===== config.mk =====
export PLATFORM = sky130hd
export DESIGN_NAME = iqps_sync_regs
export DESIGN_NICKNAME = d
export VERILOG_FILES = /design/src/design/iqps_pkg.sv /design/src/design/iqps_nco_phase.sv /design/src/design/iqps_sync_regs.sv
export VERILOG_INCLUDE_DIRS = /design/src /design/src/design
export SDC_FILE = /design/constraint.sdc
export NUM_CORES = 1
export LEC_CHECK = 0
export BUFFER_PORTS_ARGS = -buffer_cell sky130_fd_sc_hd__buf_4
export CAP_MARGIN = 25
export CORE_MARGIN = 8
export CORE_UTILIZATION = 40
export CTS_CLUSTER_SIZE = 16
export DETAILED_ROUTE_END_ITERATION = 7
export GPL_TIMING_DRIVEN = 0
export RECOVER_POWER = 100
export SLEW_MARGIN = 40
export SYNTH_ARGS = -nofsm -noshare
export SYNTH_HDL_FRONTEND = slang
export SYNTH_HIERARCHICAL = 1
export SYNTH_SLANG_ARGS = --single-unit

===== constraint.sdc =====
create_clock -name sys_clk -period 11.5 [get_ports sys_clk]
set_input_delay 1.15 -clock sys_clk [delete_from_list [all_inputs] [get_ports sys_clk]]
set_output_delay 1.15 -clock sys_clk [all_outputs]
set_load 0.03 [all_outputs]

===== src/design/iqps_map.svh =====
// Register map, field positions and reset values of the sync register bank
`ifndef IQPS_MAP_SVH
`define IQPS_MAP_SVH

// ----------------------------------------
// Register indices (byte address = 4 * index)
// ----------------------------------------
`define IQPS_IDX_CD_OFFSET   6'h0e
`define IQPS_IDX_CD_GAIN     6'h0f
`define IQPS_IDX_CD_PHASE    6'h11
`define IQPS_IDX_AB_SHIFT    6'h12
`define IQPS_IDX_AB_FREQ_LO  6'h14
`define IQPS_IDX_AB_FREQ_HI  6'h15
`define IQPS_IDX_IQ_AUTOSYNC 6'h1e
`define IQPS_IDX_MX_AUTOSYNC 6'h1f
`define IQPS_IDX_SYNC_CMD    6'h20

// ----------------------------------------
// Fields
// ----------------------------------------
`define IQPS_COEFF_MSB       11
`define IQPS_COEFF_FRAC      12
`define IQPS_AUTOSYNC_BIT    0
`define IQPS_CMD_QMC_BIT     0
`define IQPS_CMD_MIX_BIT     1

// ----------------------------------------
// Reset values
// ----------------------------------------
`define IQPS_RST_WORD        16'h0000
`define IQPS_RST_COEFF       12'h000
`define IQPS_RST_FREQ        32'h0000_0000

`endif


===== src/design/iqps_pkg.sv =====
// Types shared by the sync register bank and its oscillator phase stage
`default_nettype none

package iqps_pkg;
  typedef logic signed [15:0] iqps_sample_t;
  typedef logic [15:0]        iqps_word_t;
  typedef logic signed [11:0] iqps_coeff_t;
  typedef logic [31:0]        iqps_freq_t;
endpackage

`default_nettype wire


===== src/design/iqps_nco_phase.sv =====
// Oscillator accumulator with phase shift forming the sine/cosine table index
`default_nettype none
`include "iqps_map.svh"

module iqps_nco_phase
  import iqps_pkg::*;
(
  input  wire logic       sys_clk,
  input  wire logic       reset,
  input  wire iqps_freq_t freq_word,
  input  wire iqps_word_t phase_shift,
  output var  iqps_word_t lut_index
);

  iqps_freq_t acc_r;
  iqps_word_t index_nxt;

  // ----------------------------------------
  // Phase shift on upper accumulator bits
  // ----------------------------------------
  // offset onto top bits
  assign index_nxt = acc_r[31:16] + phase_shift;

  always_ff @(posedge sys_clk) begin
    if (reset) begin
      acc_r     <= `IQPS_RST_FREQ;
      lut_index <= `IQPS_RST_WORD;
    end else begin
      acc_r     <= acc_r + freq_word;
      lut_index <= index_nxt;
    end
  end

endmodule

`default_nettype wire


===== src/design/iqps_sync_regs.sv =====
// Auto-syncing phase correction and oscillator phase shift register bank
// ----------------------------------------
// ----------------------------------------
`default_nettype none
`include "iqps_map.svh"

module iqps_sync_regs
  import iqps_pkg::*;
(
  input  wire logic         sys_clk,
  input  wire logic         reset,
  input  wire logic [7:0]   avs_address,
  input  wire logic         avs_read,
  input  wire logic         avs_write,
  input  wire logic [31:0]  avs_writedata,
  input  wire logic [3:0]   avs_byteenable,
  output var  logic [31:0]  avs_readdata,
  output var  logic         avs_waitrequest,
  input  wire iqps_sample_t c_sample,
  input  wire iqps_sample_t d_sample,
  output var  iqps_sample_t c_corrected,
  output var  iqps_sample_t d_delayed,
  output var  iqps_word_t   cd_gain_active,
  output var  iqps_word_t   cd_offset_active,
  output var  iqps_coeff_t  cd_coeff_active,
  output var  iqps_freq_t   ab_freq_active,
  output var  iqps_word_t   ab_shift_active,
  output var  iqps_word_t   ab_lut_index
);

  // ----------------------------------------
  // Helpers
  // ----------------------------------------
  function automatic iqps_word_t merge16(input iqps_word_t old_v,
                                         input logic [15:0] wd,
                                         input logic [1:0] be);
    merge16 = old_v;
    if (be[0]) merge16[7:0] = wd[7:0];
    if (be[1]) merge16[15:8] = wd[15:8];
  endfunction

  function automatic iqps_sample_t sat16(input logic signed [17:0] v);
    if (v > 18'sd32767) sat16 = 16'sh7fff;
    else if (v < -18'sd32768) sat16 = 16'sh8000;
    else sat16 = v[15:0];
  endfunction

  // ----------------------------------------
  // Staging and control registers
  // ----------------------------------------
  iqps_word_t  cd_offset_stage_r;
  iqps_word_t  cd_gain_stage_r;
  iqps_coeff_t cd_phase_stage_r;
  iqps_word_t  ab_shift_stage_r;
  iqps_word_t  ab_freq_lo_stage_r;
  iqps_word_t  ab_freq_hi_stage_r;
  logic        iq_autosync_r;
  logic        mx_autosync_r;
  logic        qmc_sync_r;
  logic        mix_sync_r;

  // ----------------------------------------
  // Bus decode
  // ----------------------------------------
  wire logic [5:0]  reg_idx   = avs_address[7:2];
  wire logic        req       = avs_read | avs_write;
  wire logic        wr_take   = avs_write & ~avs_waitrequest;
  wire logic [15:0] wd        = avs_writedata[15:0];
  wire logic [1:0]  be        = avs_byteenable[1:0];
  wire logic        hit_off   = reg_idx == `IQPS_IDX_CD_OFFSET;
  wire logic        hit_gain  = reg_idx == `IQPS_IDX_CD_GAIN;
  wire logic        hit_phase = reg_idx == `IQPS_IDX_CD_PHASE;
  wire logic        hit_shift = reg_idx == `IQPS_IDX_AB_SHIFT;
  wire logic        hit_flo   = reg_idx == `IQPS_IDX_AB_FREQ_LO;
  wire logic        hit_fhi   = reg_idx == `IQPS_IDX_AB_FREQ_HI;
  wire logic        hit_iqen  = reg_idx == `IQPS_IDX_IQ_AUTOSYNC;
  wire logic        hit_mxen  = reg_idx == `IQPS_IDX_MX_AUTOSYNC;
  wire logic        hit_cmd   = reg_idx == `IQPS_IDX_SYNC_CMD;

  wire iqps_word_t  phase_rd  = {4'h0, cd_phase_stage_r};
  wire iqps_word_t  phase_wr  = merge16(phase_rd, wd, be);

  wire iqps_word_t  rd_word =
      hit_off   ? cd_offset_stage_r  :
      hit_gain  ? cd_gain_stage_r    :
      hit_phase ? phase_rd           :
      hit_shift ? ab_shift_stage_r   :
      hit_flo   ? ab_freq_lo_stage_r :
      hit_fhi   ? ab_freq_hi_stage_r :
      hit_iqen  ? {15'h0000, iq_autosync_r} :
      hit_mxen  ? {15'h0000, mx_autosync_r} :
      16'h0000;

  // Sync triggers; autosync writes need byte lane 0 or 1 written, command writes need lane 0
  wire logic wr_lane    = wr_take & (|be);
  wire logic qmc_trig   = wr_lane & hit_phase & iq_autosync_r;
  wire logic mix_trig   = wr_lane & hit_shift & mx_autosync_r;
  wire logic qmc_manual = wr_take & hit_cmd & be[0] & wd[`IQPS_CMD_QMC_BIT];
  wire logic mix_manual = wr_take & hit_cmd & be[0] & wd[`IQPS_CMD_MIX_BIT];

  // ----------------------------------------
  // Avalon handshake: one wait state
  // ----------------------------------------
  // Waitrequest drops one cycle after a request and rises again after the take
  always_ff @(posedge sys_clk) begin
    if (reset) begin
      avs_waitrequest <= 1'b1;
      avs_readdata    <= 32'h0000_0000;
    end else begin
      avs_waitrequest <= ~(req & avs_waitrequest);
      if (avs_read & avs_waitrequest) begin
        avs_readdata <= {16'h0000, rd_word};
      end
    end
  end

  // ----------------------------------------
  // Staged register writes
  // ----------------------------------------
  always_ff @(posedge sys_clk) begin
    if (reset) begin
      cd_offset_stage_r  <= `IQPS_RST_WORD;
      cd_gain_stage_r    <= `IQPS_RST_WORD;
      cd_phase_stage_r   <= `IQPS_RST_COEFF;
      ab_shift_stage_r   <= `IQPS_RST_WORD;
      ab_freq_lo_stage_r <= `IQPS_RST_WORD;
      ab_freq_hi_stage_r <= `IQPS_RST_WORD;
      iq_autosync_r      <= 1'b0;
      mx_autosync_r      <= 1'b0;
    end else if (wr_take) begin
      if (hit_off)   cd_offset_stage_r  <= merge16(cd_offset_stage_r, wd, be);
      if (hit_gain)  cd_gain_stage_r    <= merge16(cd_gain_stage_r, wd, be);
      if (hit_phase) cd_phase_stage_r   <= phase_wr[`IQPS_COEFF_MSB:0];
      if (hit_shift) ab_shift_stage_r   <= merge16(ab_shift_stage_r, wd, be);
      if (hit_flo)   ab_freq_lo_stage_r <= merge16(ab_freq_lo_stage_r, wd, be);
      if (hit_fhi)   ab_freq_hi_stage_r <= merge16(ab_freq_hi_stage_r, wd, be);
      if (hit_iqen & be[0]) iq_autosync_r <= wd[`IQPS_AUTOSYNC_BIT];
      if (hit_mxen & be[0]) mx_autosync_r <= wd[`IQPS_AUTOSYNC_BIT];
    end
  end

  // ----------------------------------------
  // Sync transfer to active settings
  // ----------------------------------------
  // Delayed one cycle so the triggering word itself is already staged
  always_ff @(posedge sys_clk) begin
    if (reset) begin
      qmc_sync_r <= 1'b0;
      mix_sync_r <= 1'b0;
    end else begin
      qmc_sync_r <= qmc_trig | qmc_manual;
      mix_sync_r <= mix_trig | mix_manual;
    end
  end

  always_ff @(posedge sys_clk) begin
    if (reset) begin
      cd_gain_active   <= `IQPS_RST_WORD;
      cd_offset_active <= `IQPS_RST_WORD;
      cd_coeff_active  <= `IQPS_RST_COEFF;
      ab_freq_active   <= `IQPS_RST_FREQ;
      ab_shift_active  <= `IQPS_RST_WORD;
    end else begin
      if (qmc_sync_r) begin
        cd_gain_active   <= cd_gain_stage_r;
        cd_offset_active <= cd_offset_stage_r;
        cd_coeff_active  <= cd_phase_stage_r;
      end
      // halves joined, high word on top
      if (mix_sync_r) begin
        ab_freq_active  <= {ab_freq_hi_stage_r, ab_freq_lo_stage_r};
        ab_shift_active <= ab_shift_stage_r;
      end
    end
  end

  // ----------------------------------------
  // CD phase correction
  // ----------------------------------------
  // coefficient weight is value over 4096
  wire logic signed [27:0] d_prod  = d_sample * cd_coeff_active;
  wire logic signed [15:0] d_scale = d_prod[`IQPS_COEFF_FRAC+15:`IQPS_COEFF_FRAC];
  wire logic signed [17:0] c_sum   = 18'(c_sample) + 18'(d_scale);

  // Saturation keeps a large correction from wrapping the C sample
  always_ff @(posedge sys_clk) begin
    if (reset) begin
      c_corrected <= 16'sh0000;
      d_delayed   <= 16'sh0000;
    end else begin
      c_corrected <= sat16(c_sum);
      d_delayed   <= d_sample;
    end
  end

  // ----------------------------------------
  // AB oscillator phase stage
  // ----------------------------------------
  iqps_nco_phase u_nco (
    .sys_clk     (sys_clk),
    .reset       (reset),
    .freq_word   (ab_freq_active),
    .phase_shift (ab_shift_active),
    .lut_index   (ab_lut_index)
  );

endmodule

`default_nettype wire


==> flow_metrics.tcl <==
set metrics [dict create \
    critPathMaxStageDelay_ns 1.01 \
    fillerInstances 4954 \
    drive_gt1_frac 0.0650 \
    grt_pass1_wl_mm 93.6 \
    gr-total-overflow 0 \
    drv_cap 0 \
    gp_congestion 0.915 \
    cts_setup_buffers 0 \
    wl_per_cell_um 19.5 \
    cp.required_ns 12.01 \
    synth_top_area_frac 0.292 \
    first_pass_iters 5 \
    antenna_left 0 \
    dp.final_hpwl_mm 48.6 \
    worstPathMaxFanout 10 \
    routed_via_density 5.24 \
    numCtsBuffers 35 \
    fmax_mhz 104 \
    final_nets 2848 \
    worst_setup_path_start_kind "register" \
    hp-class "register to register" \
    die_x_um 237 \
    io_pins 253 \
    hold_viol 0 \
    crit_slowest_cell "a311oi_1" \
    synth_area_leaders "dfxtp_1, fa_1, ha_1" \
    fin_crit_sh 0.838 \
    clk_latency_ns 0.56 \
    vias 16335 \
    seq_area_frac_synth 0.292 \
    cts_resized 0 \
    reg_top3 "ab_freq_active x32, u_nco/acc_r x32" \
    root_buffer "clkbuf_16" \
    p_leak_nw 9.70 \
    syn_inst 2205 \
    met1_usage 0.284 \
    drv_slew 0 \
    cts_hold_buf 0 \
    drt_iter0_drc 1256 \
    drc_errors 0 \
    final_common_cell "nand2_1" \
    ys.flop_type "dfxtp_1" \
    rsz0062_at_grt "no" \
    die-area_um2 56200 \
    cts_tree "yes" \
    antennaDiodeCount 0 \
    yosysWarnings 6 \
    netlist_area_um2 19600 \
    grt_use_met3 0.0425 \
    cts_sinks 285 \
    powerDensity_nw_per_um2 99.7 \
    core_area_um2 48600 \
    outcome "finished, final reports clean" \
    rows 81 \
    grt_pass1_vias 16315 \
    cts-htree-levels 2 \
    cts_buffer_depth 3 \
    whs_ns 0.469 \
    synth_cell_types 73 \
    port_buffers 214 \
    avgSynthCellArea_um2 8.87 \
    layout_common_cells "nand2_1, dfxtp_1, clkbuf_1, inv_1, nor2_1" \
    area_growth_pct 15.1 \
    setup_tns_ns 0 \
    irDropWorstVdd_uv 94.3 \
    synth_seq_cells 285 \
    slew_headroom 0.132 \
    clk_pin_slew_worst_paths_ns 0.06 \
    critPathMostFrequentCell "fa_1" \
    worst_pin_slew_ns 1.29 \
    end_kind "register" \
    crit_type "register to register" \
    setup_viol 0 \
    die_h_um 237 \
    worstPathArrival_ns 10.14 \
    routed_wl_mm 60.6 \
    grt_max_degree 14 \
    yosysTopAreaCell "dfxtp_1" \
    met2_usage 0.334 \
    grt.busiest_layer "met2" \
    antenna_found_initial 0 \
    synthArstFlopShare 0 \
    min_period_ns 9.63 \
    skew_ns 0.0232 \
    start_util 0.402 \
    synth_edf_count 0 \
    grt_use_total 0.211 \
]
[metal layers]
| layer | share of wire | vias to the layer above |
|---|---|---|
| met4 | 0.034 | 0 |
| met3 | 0.073 | 112 |
| li1 | - | 7748 |
| met1 | 0.44 | 7910 |
| met5 | 0 | - |
| met2 | 0.45 | 565 |
[synth_stat cells (4+ instances only)]
cell type / number
a211oi_1: 5
a21o_1: 35
a21oi_1: 163
a222oi_1: 11
a22oi_1: 4
a311oi_1: 8
a31oi_1: 8
and2_1: 66
and3_1: 10
buf_1: 12
buf_4: 16
clkbuf_1: 94
dfxtp_1: 285
fa_1: 179
ha_1: 118
inv_1: 218
mux2_2: 13
mux2i_1: 117
nand2_1: 289
nand2b_1: 10
nand3_1: 64
nand4_1: 5
nor2_1: 210
nor2b_1: 32
nor3_1: 13
nor4_1: 4
o211ai_1: 6
o21a_1: 14
o21ai_0: 42
o21bai_1: 8
o22ai_1: 4
or2_2: 4
or3_1: 6
xnor2_1: 48
xor2_1: 21
[cell families (layout without fill, tap and decap cells)]
| family | Yosys count | after routing | synth area share |
|---|---|---|---|
| flops | 285 | 285 | 0.292 |
| mux | 131 | 131 | 0.0679 |
| simple gates | 724 | 724 | 0.164 |
| buf+inv | 344 | 617 | 0.0697 |
| xor+xnor | 69 | 69 | 0.0309 |
| other cells | 1 | 16 | 0.000192 |
| fa+ha+maj | 297 | 297 | 0.259 |
| compound gates | 354 | 354 | 0.117 |
[worst max-delay path, delay by kind of cell, from the launching register on]
kind                       cells  cell delay [ns]
buffers and inverters          6             1.49
AOI/OAI and AO/OA              8             3.06
xor gates and xnor gates       1             0.09
and+or+nand+nor                7             1.30
adders and majority gates      7             3.24
DFF                            1             0.41
[metrics by stage]
stage / cell area, um^2 / worst slack, ns / utilization / cells / total power, W
6_report: 22500 / 1.87 / 0.463 / 3115 / 0.00224
3_5_place_dp: 22000 / 2.13 / 0.452 / 3056 / 0.00117
3_3_place_gp: 22000 / 2.23 / 0.452 / 3056 / 0.00117
5_1_grt: 22500 / 1.44 / 0.463 / 3115 / 0.00232
2_1_floorplan: 19600 / 3.51 / - / 2220 / 0.00110
4_1_cts: 23100 / 2.61 / 0.476 / 3115 / 0.00228
[area by class of cell]
type	instances	area (um^2)	share of cell area
plain buffers	126	546	0.0242
clock buffers	43	936	0.0416
clock inverters	16	185	0.00823
inverters	218	818	0.0364
multi-input cells	1591	12500	0.557
flip-flops and latches	285	5710	0.254
well taps	622	778	0.0346
repair buffers	214	1010	0.0449
[power by group]
group	internal [W]	switching [W]	leakage (nW)
registers	0.000998	0.00000495	2.31
logic	0.0000392	0.000104	6.85
clock network	0.000633	0.000466	0.541
[final timing paths]
kind                endpoint  depth (start not counted)  slack, ns          startpoint
max           c_corrected[6]                         29       1.87  cd_coeff_active[3]
min          avs_waitrequest                          1       0.47     avs_waitrequest
max reg2reg   c_corrected[6]                         29       1.87  cd_coeff_active[3]
min reg2reg  avs_waitrequest                          1       0.47     avs_waitrequest
No activity file was read; power rests on OpenSTA's default activity.
